--- config.mk ---
export PLATFORM = sky130hd
export DESIGN_NAME = inbound_window_translation
export DESIGN_NICKNAME = d
export VERILOG_FILES = /design/src/include/inbound_window_pkg.sv /design/src/logic/window_decode.sv /design/src/logic/inbound_window_translation.sv
export SDC_FILE = /design/constraint.sdc
export NUM_CORES = 1
export LEC_CHECK = 0
export ABC_CLOCK_PERIOD_IN_PS = 18800
export BUFFER_PORTS_ARGS = -buffer_cell sky130_fd_sc_hd__buf_2
export CAP_MARGIN = 10
export CORE_ASPECT_RATIO = 1.1
export CORE_MARGIN = 2
export CORE_UTILIZATION = 44
export DETAILED_ROUTE_END_ITERATION = 16
export GPL_ROUTABILITY_DRIVEN = 0
export HOLD_SLACK_MARGIN = 0.03
export PLACE_DENSITY = 0.71
export SLEW_MARGIN = 20
export SYNTH_ARGS = -nofsm -noshare
export SYNTH_HDL_FRONTEND = slang
export SYNTH_HIERARCHICAL = 1
export SYNTH_SLANG_ARGS = --single-unit
--- constraint.sdc ---
create_clock -name clk -period 18.8 [get_ports clk]
set_input_delay 2.82 -clock clk [delete_from_list [all_inputs] [get_ports clk]]
set_output_delay 2.82 -clock clk [all_outputs]
set_load 0.005 [all_outputs]
--- src/include/inbound_window_pkg.sv ---
// constants for the inbound window decode and translation block
package inbound_window_pkg;
	localparam int NUM_WIN = 3;
	localparam int ADDR_W = 32;
	localparam int XLAT_W = 36;
	localparam int UPPER_W = XLAT_W - ADDR_W;
	localparam int LOW_BIT_WIN01 = 12;
	localparam int LOW_BIT_WIN2 = 8;
	localparam int SMALL_WIN_BIT = 10;
	localparam int FIX_LO_BIT = 8;
	localparam int FIX_HI_BIT = 9;
	localparam int CLAIM_DIS_BIT = 0;
	localparam int LANE_W = 8;
	localparam int LANES = 4;
	localparam logic [7:0] OFF_BASE0 = 8'h10;
	localparam logic [7:0] OFF_BASE_STRIDE = 8'h08;
	localparam logic [7:0] OFF_MAX_LATENCY = 8'h3f;
	localparam logic [7:0] OFF_MISC_WORD = 8'h3c;
	localparam int PIN_LANE = 1;
	localparam int MIN_GRANT_LANE = 2;
	localparam int MAX_LATENCY_LANE = 3;
	localparam logic [7:0] MAX_LATENCY_VALUE = 8'h00;
	localparam logic [7:0] MIN_GRANT_VALUE = 8'h00;
	localparam logic [7:0] PIN_DEFAULT = 8'h01;
	localparam logic [7:0] OFF_LIMIT0 = 8'h40;
	localparam logic [7:0] OFF_WIN_STRIDE = 8'h0c;
	localparam logic [7:0] OFF_TV_LOW = 8'h04;
	localparam logic [7:0] OFF_TV_HIGH = 8'h08;
	localparam logic [7:0] WORD_MASK = 8'hfc;
	localparam logic [31:0] LIMIT_RESET = 32'h00000000;
	localparam logic [31:0] TV_RESET = 32'h00000000;
	localparam logic [31:0] BASE_RESET = 32'h00000000;
endpackage

--- src/logic/window_decode.sv ---
// one inbound window: hit compare and address translation
`timescale 1ns/1ps
module window_decode #(
	parameter int LOW_BIT = 12,
	parameter bit SMALL_FIX = 1'b0
)(
	input wire logic [31:0] limit,
	input wire logic [31:0] base,
	input wire logic [31:0] tv_low,
	input wire logic [31:0] tv_high,
	input wire logic [31:0] addr,
	output logic hit,
	output logic [35:0] xlat
);
	wire logic [31:0] low_clear = {{(32 - LOW_BIT){1'b1}}, {LOW_BIT{1'b0}}};
	wire logic [31:0] hit_mask = limit & low_clear;
	// a window under 1 Kbyte has limit bit 9 or 8 set, so those bits sit inside the mask
	wire logic small_win = SMALL_FIX && (|limit[inbound_window_pkg::FIX_HI_BIT:inbound_window_pkg::FIX_LO_BIT]);
	wire logic [31:0] fix_clear = {22'h3fffff, ~{small_win, small_win}, 8'hff};
	// below 1 Kbyte the translate value's bits 9:8 are not used even if written
	wire logic [31:0] xlat_mask = hit_mask & fix_clear; // RULE11
	wire logic claim_off = limit[inbound_window_pkg::CLAIM_DIS_BIT];
	assign hit = (|hit_mask) && !claim_off && (((addr ^ base) & hit_mask) == 32'h00000000); // RULE14 RULE3
	assign xlat = {tv_high[inbound_window_pkg::UPPER_W-1:0], (tv_low & xlat_mask) | (addr & ~xlat_mask)}; // RULE5 RULE6 RULE7
endmodule

--- src/logic/inbound_window_translation.sv ---
// inbound address windows: registers, base gating, decode and translated request output
//
// Overview of operation
// RULE1 - windows 0 and 1: limit bits 31..12 decide which base bits are writable.
// RULE2 - an all-zero limit makes that window's base ignore every write.
// RULE3 - limit bit 0 set stops the window from claiming any cycle.
// RULE4 - window 2 gates base bits 31..8, giving 256 byte granularity.
// RULE5 - limit masks translation; low bits come from the incoming address.
// RULE6 - windows 0 and 1 translate value supplies internal bits 35..12.
// RULE7 - window 2 translate value supplies internal bits 35..8.
// RULE8 - a link request hitting a window goes out with its translated address.
// RULE9 - software aligns each translate value to its window size.
// RULE10 - software sets window 2 limit to ffffff00 for I/O space.
// RULE11 - window 2 below 1 Kbyte takes address bits 9..8 from the request.
// RULE12 - maximum latency register at 03f reads zero and ignores writes.
// RULE13 - an interrupt pin register names the legacy pin in use.
// RULE14 - hit when masked address equals masked base; translate masked value plus low bits.
`timescale 1ns/1ps
module inbound_window_translation #(
	parameter logic [7:0] PIN_VALUE = inbound_window_pkg::PIN_DEFAULT
)(
	input wire logic clk,
	input wire logic rst,
	input wire logic cfg_wr,
	input wire logic cfg_rd,
	input wire logic cfg_from_link,
	input wire logic [7:0] cfg_addr,
	input wire logic [3:0] cfg_be,
	input wire logic [31:0] cfg_wdata,
	output logic [31:0] cfg_rdata,
	output logic cfg_rvalid,
	input wire logic req_valid,
	input wire logic [31:0] req_addr,
	output logic out_valid,
	output logic [35:0] out_addr,
	output logic [1:0] out_window,
	output logic out_miss
);
	localparam int NW = inbound_window_pkg::NUM_WIN;

	logic [31:0] limit_ff [NW];
	logic [31:0] tv_low_ff [NW];
	logic [31:0] tv_high_ff [NW];
	logic [31:0] base_ff [NW];
	logic [31:0] cfg_rdata_ff;
	logic cfg_rvalid_ff;
	logic out_valid_ff;
	logic [35:0] out_addr_ff;
	logic [1:0] out_window_ff;
	logic out_miss_ff;

	wire logic [7:0] word_addr = cfg_addr & inbound_window_pkg::WORD_MASK;
	wire logic [31:0] be_mask = {{8{cfg_be[3]}}, {8{cfg_be[2]}}, {8{cfg_be[1]}}, {8{cfg_be[0]}}};

	logic [NW-1:0] sel_limit;
	logic [NW-1:0] sel_tv_low;
	logic [NW-1:0] sel_tv_high;
	logic [NW-1:0] sel_base;
	logic [NW-1:0] win_hit;
	logic [35:0] win_xlat [NW];
	logic [31:0] base_view [NW];
	logic [31:0] rd_win [NW];

	////////////////////////////////////////////////////////////////////////////////
	// per-window registers and decoders
	genvar w;
	generate
		for (w = 0; w < NW; w++)
		begin : g_win
			localparam int LB = (w == 2) ? inbound_window_pkg::LOW_BIT_WIN2 : inbound_window_pkg::LOW_BIT_WIN01;
			localparam logic [7:0] OFF_L = 8'(inbound_window_pkg::OFF_LIMIT0 + w * inbound_window_pkg::OFF_WIN_STRIDE);
			localparam logic [7:0] OFF_B = 8'(inbound_window_pkg::OFF_BASE0 + w * inbound_window_pkg::OFF_BASE_STRIDE);
			wire logic [31:0] low_clear = {{(32 - LB){1'b1}}, {LB{1'b0}}};
			wire logic [31:0] gate = limit_ff[w] & low_clear;
			wire logic [31:0] nxt_limit = (limit_ff[w] & ~be_mask) | (cfg_wdata & be_mask);
			wire logic [31:0] nxt_tv_low = (tv_low_ff[w] & ~be_mask) | (cfg_wdata & be_mask);
			wire logic [31:0] nxt_tv_high = (tv_high_ff[w] & ~be_mask) | (cfg_wdata & be_mask);
			// only gated bits take write data; an all-zero gate leaves the base untouched
			wire logic [31:0] wr_bits = gate & be_mask; // RULE1 RULE4
			wire logic base_we = cfg_wr && sel_base[w] && cfg_from_link && (|gate); // RULE2
			wire logic [31:0] nxt_base = (base_ff[w] & ~wr_bits) | (cfg_wdata & wr_bits); // RULE1 RULE4
			assign sel_limit[w] = (word_addr == OFF_L);
			assign sel_tv_low[w] = (word_addr == 8'(OFF_L + inbound_window_pkg::OFF_TV_LOW));
			assign sel_tv_high[w] = (word_addr == 8'(OFF_L + inbound_window_pkg::OFF_TV_HIGH));
			assign sel_base[w] = (word_addr == OFF_B);
			// a limit bit cleared later hides the stored base bit, so it reads zero while that limit bit stays clear
			assign base_view[w] = base_ff[w] & gate; // RULE1 RULE4
			assign rd_win[w] = ({32{sel_limit[w]}} & limit_ff[w]) | ({32{sel_tv_low[w]}} & tv_low_ff[w])
				| ({32{sel_tv_high[w]}} & tv_high_ff[w]) | ({32{sel_base[w]}} & base_view[w]);

			always_ff @(posedge clk or posedge rst)
			begin
				if (rst)
				begin
					limit_ff[w] <= inbound_window_pkg::LIMIT_RESET;
					tv_low_ff[w] <= inbound_window_pkg::TV_RESET;
					tv_high_ff[w] <= inbound_window_pkg::TV_RESET;
					base_ff[w] <= inbound_window_pkg::BASE_RESET;
				end
				else
				begin
					if (cfg_wr && sel_limit[w])
						limit_ff[w] <= nxt_limit;
					if (cfg_wr && sel_tv_low[w])
						tv_low_ff[w] <= nxt_tv_low;
					if (cfg_wr && sel_tv_high[w])
						tv_high_ff[w] <= nxt_tv_high;
					if (base_we)
						base_ff[w] <= nxt_base;
				end
			end

			window_decode #(
				.LOW_BIT(LB),
				.SMALL_FIX(w == 2)
			) u_dec (
				.limit(limit_ff[w]),
				.base(base_view[w]),
				.tv_low(tv_low_ff[w]),
				.tv_high(tv_high_ff[w]),
				.addr(req_addr),
				.hit(win_hit[w]),
				.xlat(win_xlat[w])
			);
		end
	endgenerate

	////////////////////////////////////////////////////////////////////////////////
	// read mux; the misc word carries the fixed pin, grant and latency bytes
	wire logic sel_misc = (word_addr == inbound_window_pkg::OFF_MISC_WORD);
	wire logic [31:0] misc_word = {inbound_window_pkg::MAX_LATENCY_VALUE, inbound_window_pkg::MIN_GRANT_VALUE,
		PIN_VALUE, 8'h00}; // RULE12 RULE13
	wire logic [31:0] rd_all = rd_win[0] | rd_win[1] | rd_win[2] | ({32{sel_misc}} & misc_word);

	always_ff @(posedge clk or posedge rst)
	begin
		if (rst)
		begin
			cfg_rdata_ff <= 32'h00000000;
			cfg_rvalid_ff <= 1'b0;
		end
		else
		begin
			cfg_rvalid_ff <= cfg_rd;
			if (cfg_rd)
				cfg_rdata_ff <= rd_all;
		end
	end

	////////////////////////////////////////////////////////////////////////////////
	// request translation; lowest-numbered hitting window wins overlaps
	wire logic any_hit = |win_hit;
	wire logic [1:0] nxt_window = win_hit[0] ? 2'h0 : (win_hit[1] ? 2'h1 : 2'h2);
	wire logic [35:0] nxt_out_addr = win_hit[0] ? win_xlat[0] : (win_hit[1] ? win_xlat[1] : win_xlat[2]);

	always_ff @(posedge clk or posedge rst)
	begin
		if (rst)
		begin
			out_valid_ff <= 1'b0;
			out_addr_ff <= 36'h000000000;
			out_window_ff <= 2'h0;
			out_miss_ff <= 1'b0;
		end
		else
		begin
			out_valid_ff <= req_valid && any_hit; // RULE8
			out_miss_ff <= req_valid && !any_hit;
			if (req_valid && any_hit)
			begin
				out_addr_ff <= nxt_out_addr; // RULE8
				out_window_ff <= nxt_window;
			end
		end
	end

	assign cfg_rdata = cfg_rdata_ff;
	assign cfg_rvalid = cfg_rvalid_ff;
	assign out_valid = out_valid_ff;
	assign out_addr = out_addr_ff;
	assign out_window = out_window_ff;
	assign out_miss = out_miss_ff;

	////////////////////////////////////////////////////////////////////////////////
	// checks
	chk_base_locked: assert property (@(posedge clk) disable iff (rst)
		(cfg_wr && sel_base[0] && (limit_ff[0][31:12] == 20'h00000)) |=> $stable(base_ff[0])) // RULE2
		else $error("base 0 changed while its limit was zero");
	chk_base_gate_low: assert property (@(posedge clk) disable iff (rst)
		(base_ff[0][11:0] == 12'h000) && (base_ff[1][11:0] == 12'h000)) // RULE1
		else $error("window 0 or 1 base shows bits below 12");
	chk_win2_gate: assert property (@(posedge clk) disable iff (rst)
		(cfg_wr && sel_base[2] && cfg_from_link && cfg_be[1] && limit_ff[2][8] && cfg_wdata[8])
		|=> base_view[2][8]) // RULE4
		else $error("window 2 base bit 8 not writable");
	chk_claim_off: assert property (@(posedge clk) disable iff (rst)
		(out_valid && out_window == 2'h0) |-> !$past(limit_ff[0][0])) // RULE3
		else $error("window 0 claimed while claim disabled");
	chk_low_passthru: assert property (@(posedge clk) disable iff (rst)
		(req_valid && win_hit[0]) |=> (out_addr[11:0] == $past(req_addr[11:0]))) // RULE5
		else $error("window 0 low bits not from request");
	chk_upper_bits: assert property (@(posedge clk) disable iff (rst)
		(req_valid && win_hit[1] && !win_hit[0]) |=> (out_addr[35:32] == $past(tv_high_ff[1][3:0]))) // RULE6
		else $error("window 1 upper bits not from translate value");
	chk_win2_upper: assert property (@(posedge clk) disable iff (rst)
		(req_valid && win_hit[2] && !win_hit[1] && !win_hit[0]) |=> (out_addr[35:32] == $past(tv_high_ff[2][3:0]))) // RULE7
		else $error("window 2 upper bits not from translate value");
	chk_small_win2: assert property (@(posedge clk) disable iff (rst)
		(req_valid && win_hit[2] && !win_hit[1] && !win_hit[0] && (|limit_ff[2][9:8]))
		|=> (out_addr[9:8] == $past(req_addr[9:8]))) // RULE11
		else $error("small window 2 translated bits 9:8");
	chk_req_output: assert property (@(posedge clk) disable iff (rst)
		req_valid |=> (out_valid != out_miss)) // RULE8
		else $error("request gave no single outcome");
	chk_maxlat_zero: assert property (@(posedge clk) disable iff (rst)
		(cfg_rd && word_addr == inbound_window_pkg::OFF_MISC_WORD) |=> (cfg_rvalid && cfg_rdata[31:24] == 8'h00)) // RULE12
		else $error("maximum latency byte not zero");
	chk_pin_value: assert property (@(posedge clk) disable iff (rst)
		(cfg_rd && word_addr == inbound_window_pkg::OFF_MISC_WORD) |=> (cfg_rdata[15:8] == PIN_VALUE)) // RULE13
		else $error("interrupt pin byte wrong");
endmodule

Word-level counts from Yosys, hierarchy flattened

Index checks and enable logic that the tools add are counted.
W data, S select, Z words.

Muxes and demuxes: 4
Reduce and logical (&&, ||, !) cells: 38
Equal/unequal tests: 13
Shift operators: 0
Div/mod/pow operators: 0
Bitwise gates (word level): 82
Add/sub/neg operators: 0
$mul: 0
Order comparisons: 0

Operators with widths:

| cell                 | count |
|---|---|
| $and A32 B32 Y32     | 44 |
| $or A32 B32 Y32      | 26 |
| $not A32 Y32         | 7 |
| $logic_not A32 Y1    | 3 |
| $xor A32 B32 Y32     | 3 |
| $mux W36             | 2 |
| $eq A6 B5 Y1 const B | 9 |
| $reduce_or A20 Y1    | 2 |
| $or A32 B9 Y32       | 1 |
| $logic_and A1 B1 Y1  | 26 |
| $reduce_or A24 Y1    | 1 |
| $eq A6 B3 Y1 const B | 2 |
| $eq A6 B4 Y1 const B | 2 |
| $logic_not A1 Y1     | 4 |
| $mux W2              | 2 |
| $reduce_or A3 Y1     | 1 |
| $not A2 Y2           | 1 |
| $reduce_or A2 Y1     | 1 |

Output and inout bits: 73
Memory bits (read-only): 0
Memories kept: 0
Bits of input ports: 82
Bits in registers: 457
RAM bits: 0
Word-level logic and storage cells: 155
Bits in latches: 0

Longest topological paths before layout

Gate-level depths: netlist (run 1).

Depth after elaboration: 8
Mapped depth: 13
Depth with buffers taken out: 10

By module

Netlist (run 1), hierarchy kept.

By module, submodules not included:

| module                             | area each (um2) | cells an instance | instances | sequential area each (um2) |
|---|---|---|---|---|
| inbound_window_translation         | 19,337.3        | 1,579             | 1         | 10,635.2 |
| window_decode (g_win[0].u_dec ...) | 685.7           | 75                | 2         | 0.0 |
| window_decode (g_win[2].u_dec)     | 748.2           | 84                | 1         | 0.0 |

Worst setup path after synthesis (run 1)

No wires, ideal clock.

Path type: in2reg
From: input req_addr[16]
To: register out_addr_ff[20], in the netlist out_addr[20]
Setup time: 133 ps
Stages: 12
Buffers on the path: 3
Setup slack: 13,886 ps
Arrival: 4,781 ps
Data required time: 18,667 ps
Cell sequence: xor2_1 > a22o_1 > a221oi_2 > nand4_1 > a311oi_2 > clkbuf_1 > buf_2 > buf_2 > mux2i_1 > nor2_1 > a21oi_1 > o21ai_0

Word-level cells in the longest chain between the ends: 6
Elaborated cells on any way between the ends: 16
Those cells by class: mux: 2; bitwise: 6; reduce/logical: 8

Ends and longest elaborated chain:

| item                                                   | line                                                                 | RTL |
|---|---|---|
| start, declared                                        | inbound_window_translation.sv:33                                     | `input wire logic [31:0] req_addr,` |
| $xor A32 B32 Y32 *                                     | window_decode.sv:23                                                  | `assign hit = (\|hit_mask) && !claim_off && (((addr ^ base) & hit_mask) == 32'h00000000);` |
| $and A32 B32 Y32 *                                     | window_decode.sv:23                                                  |  |
| $logic_not A32 Y1 *                                    | window_decode.sv:23                                                  |  |
| $logic_and A1 B1 Y1 *                                  | window_decode.sv:23                                                  |  |
| named net win_hit[1]                                   | inbound_window_translation.sv:59                                     | `logic [NW-1:0] win_hit;` |
| $mux W36 / $reduce_or A3 Y1 (equally long branches)    | inbound_window_translation.sv:154, inbound_window_translation.sv:152 |  |
| $mux W36 / $logic_and A1 B1 Y1 (equally long branches) | inbound_window_translation.sv:154, inbound_window_translation.sv:169 |  |
| end signal, assigned                                   | inbound_window_translation.sv:171                                    | `out_addr_ff <= nxt_out_addr;` |
| end, declared                                          | inbound_window_translation.sv:48                                     | `logic [35:0] out_addr_ff;` |

The timed path passes the listed nets; every way through them passes the cells marked *.
A chain may end at the register's enable or synchronous reset.

Worst setup path in the final report (run 1)

From: input req_addr[20]
To: register out_addr_ff[27], in the netlist out_addr[27]

The elaborated chain is that of the path after synthesis.

==> flow_summary.json, run 1 <==
{
  "final_cell_area_um2": 24100,
  "min_from": "out_window[1]$_DFFE_PP0P_",
  "drv_cap": 0,
  "fin_crit_ps": 5790,
  "final.setup.tns_ps": 0,
  "worstMarginPinSlew_ps": 1130,
  "port_buffers": 152,
  "startpoint_type": "input port",
  "crit_type": "in -> reg",
  "clkSinkCount": 425,
  "synthCells": 1812,
  "drv_slew": 0,
  "final_cell_mix": "425 x dfrtp_1, 363 x mux2_2, 152 x buf_2",
  "wl_mm": 68.5,
  "drtPass1Iterations": 6,
  "holdPathStages": 2,
  "vdd.ir_drop.worst_mv": 0.0612,
  "area_delta_synth_final_pct": 12.1,
  "die_h_um": 236,
  "r2r_end": "out_addr[27]$_DFFE_PP0P_",
  "numCtsBuffers": 44,
  "final_common_cell": "dfrtp_1",
  "fp.dieArea_um2": 50500,
  "nets": 1982,
  "max_freq_mhz": 173,
  "syn-cell-area_um2": 21500,
  "synth_area_per_cell_um2": 11.8,
  "reg2regPathDepth": 10,
  "grt_max_degree": 130,
  "grt_pass1_wl_mm": 102,
  "clock_latency_ps": 590,
  "p_total_uw": 2370,
  "core_area_um2": 48000,
  "power_density_nw_per_um2": 98.7,
  "die_w_um": 215,
  "postCtsSetupBuffers": 0,
  "vias_per_cell": 6.14,
  "ios": 155,
  "hp-class": "reg -> reg",
  "drc": 0,
  "worst_hold_slack_ps": 471,
  "clkTransAtPathRegs_ps": 60,
  "slew_headroom_pct": 24.5,
  "hold_viol": 0,
  "antenna_left": 0,
  "power_leakage_uw": 0.0113,
  "worstPathArrival_ps": 6230,
  "grt-ovfl-total": 0,
  "finalClockSkew_ps": 18.2,
  "yosys_warnings": 6,
  "htree_levels": 2,
  "layout-drive-gt1-share_pct": 35.0,
  "dpl_cell_area_um2": 22500,
  "crit_path_max_fanout": 75,
  "outcome": "finished, final reports clean",
  "finalCritPeriodShare_pct": 30.8,
  "dr.first_iter.drc_count": 1854,
  "start_util_pct": 44.7,
  "min_to": "out_window[1]$_DFFE_PP0P_",
  "wl_per_cell_um": 26.5,
  "grtUsageTotal_pct": 26.8,
  "rsz0062_at_grt": "false",
  "cts-hold-fix-buffers": 0,
  "setup_violations": 0,
  "vias": 15800,
  "grt_pass1_vias": 16100,
  "cts_tree": "built",
  "syn_nets": 1894,
  "r2r_slack_ps": 14740,
  "cp.required_ps": 19230,
  "dp_hpwl_mm": 45.3,
  "num_rows": 84,
  "cts_root_buf": "clkbuf_16",
  "grt_antenna_before_repair": 1,
  "clk_path_buf_depth": 3,
  "cts_resized": 0,
  "crit_path_end_kind": "register"
}
## critical path, stage by stage
cell and delay (ps):
buf_2 150, xor2_1 170, a222oi_1 490, nand3_1 220
a311oi_4 990, buf_4 550, o31ai_4 120, buf_4 370
nand2_1 160, o21ai_0 90
## power by group
group          total, uW  internal, uW  switching (uW)
combinational        384           159             225
sequential          1090          1010            77.6
clock                903           520             383
## per-layer routing
metal,vias up,GRT usage (%),wire (um)
li1,6776,-,-
met1,7998,35.5,27600
met2,864,42.4,31500
met3,204,5.08,6110
met4,2,12.9,3280
met5,-,0,13
## through the flow
stage	utilization, %	instances	setup slack (ps)
final	50.1	2582	13010
after global placement	46.9	2499	12570
after CTS	50.1	2581	13100
after detailed placement	46.9	2499	12530
after global routing	50.1	2581	12930
after floorplan	-	1812	4150
## worst max-delay path by stage
stage,end,startpoint
2_1_floorplan,async pin,rst
3_3_place_gp,out_addr[31]$_DFFE_PP0P_,req_addr[20]
3_5_place_dp,out_addr[4]$_DFFE_PP0P_,req_addr[20]
4_1_cts,out_addr[4]$_DFFE_PP0P_,req_addr[20]
5_1_grt,out_addr[7]$_DFFE_PP0P_,req_addr[16]
6_report,out_addr[27]$_DFFE_PP0P_,req_addr[20]
## layout make-up
type / count / area, um^2
inverters: 9 / 41.3
multi-input cells: 1245 / 10100
flip-flops and latches: 425 / 10600
clock buffers: 64 / 1330
fillers: 4257 / 24000
repair buffers: 175 / 941
well taps: 645 / 807
clock inverters: 18 / 174
diodes: 1 / 2.50
(Power assumes the default switching activity.)
==> run 2, diff against run 1 <==
--- a/config.mk
+++ b/config.mk
@@ -5,7 +5,8 @@
 export SDC_FILE = /design/constraint.sdc
 export NUM_CORES = 1
 export LEC_CHECK = 0
-export ABC_CLOCK_PERIOD_IN_PS = 18800
+export ABC_AREA = 1
+export ABC_CLOCK_PERIOD_IN_PS = 5300
 export BUFFER_PORTS_ARGS = -buffer_cell sky130_fd_sc_hd__buf_2
 export CAP_MARGIN = 10
 export CORE_ASPECT_RATIO = 1.1
@@ -14,7 +15,7 @@
 export DETAILED_ROUTE_END_ITERATION = 16
 export GPL_ROUTABILITY_DRIVEN = 0
 export HOLD_SLACK_MARGIN = 0.03
-export PLACE_DENSITY = 0.71
+export PLACE_DENSITY = 0.73
 export SLEW_MARGIN = 20
 export SYNTH_ARGS = -nofsm -noshare
 export SYNTH_HDL_FRONTEND = slang
==> constraint.sdc (replaced) <==
create_clock -name clk -period 5.3 [get_ports clk]
set_input_delay 0.795 -clock clk [delete_from_list [all_inputs] [get_ports clk]]
set_output_delay 0.795 -clock clk [all_outputs]
set_load 0.005 [all_outputs]
==> run 2 against run 1 <==
  * Sequential share of layout area fell by 4.0 points
  * Register-to-register slack got worse by 13000 ps
  * Flip-flop and latch count did not move
  * Worst hold slack got worse by 130 ps
  * Highest routed layer unchanged
  * Utilization fell by 0.79 points
  * Global-route usage rose by 2.2 points
  * Area after synthesis rose by 11%
  * Clock power rose to 3.9 times the previous value
  * Final cell count rose by 63%
  * Synthesized cell count rose by 90%
  * Critical endpoint is now out_addr[23]$_DFFE_PP0P_
  * Routed wire length rose by 20%
  * Power rose to 3.9 times the previous value
==> flow_summary.json, run 2 <==
{
  "ios": 155,
  "num_rows": 89,
  "port_buffers": 152,
  "numCtsBuffers": 46,
  "dr.first_iter.drc_count": 2781,
  "hp-class": "in -> async",
  "cts_resized": 0,
  "wl_per_cell_um": 19.4,
  "drtPass1Iterations": 6,
  "clock_latency_ps": 610,
  "htree_levels": 2,
  "reg2regPathDepth": 15,
  "fin_cells": 4216,
  "drv_slew": 0,
  "grt_pass1_wl_mm": 124,
  "cp.required_ps": 5810,
  "core_area_um2": 53700,
  "crit_path_max_fanout": 44,
  "outcome": "finished, final reports clean",
  "vias_per_cell": 5.55,
  "crit_type": "reg -> reg",
  "cts_tree": "built",
  "synth_area_per_cell_um2": 6.94,
  "max_stage_delay_ps": 610,
  "slew_headroom_pct": 29.6,
  "synthCells": 3440,
  "path_cells": "nand2_1 -> inv_1 -> nand2_1 -> nand2_1 -> nor2_1 -> nor2_1 -> nand2_1 -> nor2_1 -> nand2_1 -> nor2_1 -> o21ai_2 -> inv_2 -> buf_4 -> nor2_1 -> a41oi_1",
  "setup_violations": 0,
  "final_cell_mix": "1128 x nand2_1, 449 x nand3_1, 425 x dfrtp_1",
  "postCtsSetupBuffers": 0,
  "syn_nets": 3522,
  "crit_path_end_kind": "register",
  "die_h_um": 248,
  "worst_hold_slack_ps": 344,
  "vdd.ir_drop.worst_mv": 0.252,
  "rsz0062_at_grt": "false",
  "fin_crit_ps": 3490,
  "power_density_nw_per_um2": 350,
  "worstPathArrival_ps": 4000,
  "nets": 3533,
  "die_w_um": 226,
  "drc": 0,
  "drv_cap": 0,
  "grt-ovfl-total": 0,
  "grt_pass1_vias": 21000,
  "layout-drive-gt1-share_pct": 9.50,
  "area_delta_synth_final_pct": 10.9,
  "cts_root_buf": "clkbuf_16",
  "r2r_end": "out_addr[23]$_DFFE_PP0P_",
  "startpoint_type": "register",
  "clk_path_buf_depth": 3,
  "fp.dieArea_um2": 56100,
  "layout.area.seq_um2": 10600,
  "dp_hpwl_mm": 54.1,
  "finalClockSkew_ps": 31.1,
  "final.setup.tns_ps": 0,
  "start_util_pct": 44.5,
  "multi_input_area_um2": 11000,
  "vias": 23400,
  "r2r_slack_ps": 1810,
  "finalCritPeriodShare_pct": 65.9,
  "antenna_left": 0,
  "clkTransAtPathRegs_ps": 60,
  "grt_antenna_before_repair": 6,
  "final_common_cell": "nand2_1",
  "p_total_uw": 9260,
  "clkSinkCount": 425,
  "syn-cell-area_um2": 23900,
  "power_leakage_uw": 0.0138,
  "wl_mm": 81.9,
  "grt_max_degree": 154,
  "dpl.cell_count": 4131,
  "crit_slowest_cell": "dfrtp_1",
  "nFillCells": 5303,
  "max_freq_mhz": 286,
  "hold_viol": 0,
  "worstMarginPinSlew_ps": 1050,
  "yosys_warnings": 6,
  "grtUsageTotal_pct": 29.0,
  "cts-hold-fix-buffers": 0
}
-- run 2: per-layer routing --
metal / track usage (%) / vias to the layer above / routed length [um]
met5: 0 / - / 59
met4: 19.2 / 8 / 5800
met3: 4.52 / 306 / 7770
met2: 43.8 / 1307 / 35800
met1: 38.6 / 10800 / 32500
li1: - / 11000 / -
-- run 2: worst max path at each step --
| stage | cells past startpoint | end | slack (ps) |
|---|---|---|---|
| finish | 15 | out_addr[23]$_DFFE_PP0P_ | 1810 |
| CTS | 15 | out_addr[23]$_DFFE_PP0P_ | 1910 |
| detailed placement | 10 | register | 1660 |
| floorplan | 1 | async pin | -1230 |
| global placement | 10 | register | 1680 |
| global route | 15 | out_addr[23]$_DFFE_PP0P_ | 1520 |
-- run 2: critical path, delay by kind of cell, from the launching register on --
kind / cells / cell delay, ps
AOI/OAI and AO/OA: 2 / 320
DFF: 1 / 610
and+or+nand+nor: 10 / 1240
buffers and inverters: 3 / 1200
-- run 2: per-stage QoR --
step	setup WS (ps)	util, %	instance area (um^2)
2_1_floorplan	-1230	-	23900
3_3_place_gp	1680	46.2	24800
3_5_place_dp	1660	46.2	24800
4_1_cts	1910	49.3	26500
5_1_grt	1520	49.3	26500
6_report	1810	49.3	26500
-- run 2: area by class of cell --
type | instances | area share (%)
repair buffers | 184 | 3.92
flip-flops and latches | 425 | 40.2
clock buffers | 58 | 4.75
well taps | 728 | 3.44
inverters | 334 | 4.75
diodes | 2 | 0.0189
multi-input cells | 2460 | 41.5
clock inverters | 25 | 1.44
-- run 2: report_power, final --
group | switching, uW | total [uW] | leakage [uW] | internal, uW
Sequential | 315 | 3900 | 0.00570 | 3590
Clock | 1450 | 3540 | 0.000801 | 2090
Combinational | 1270 | 1820 | 0.00727 | 550
Total | 3030 | 9260 | 0.0138 | 6230
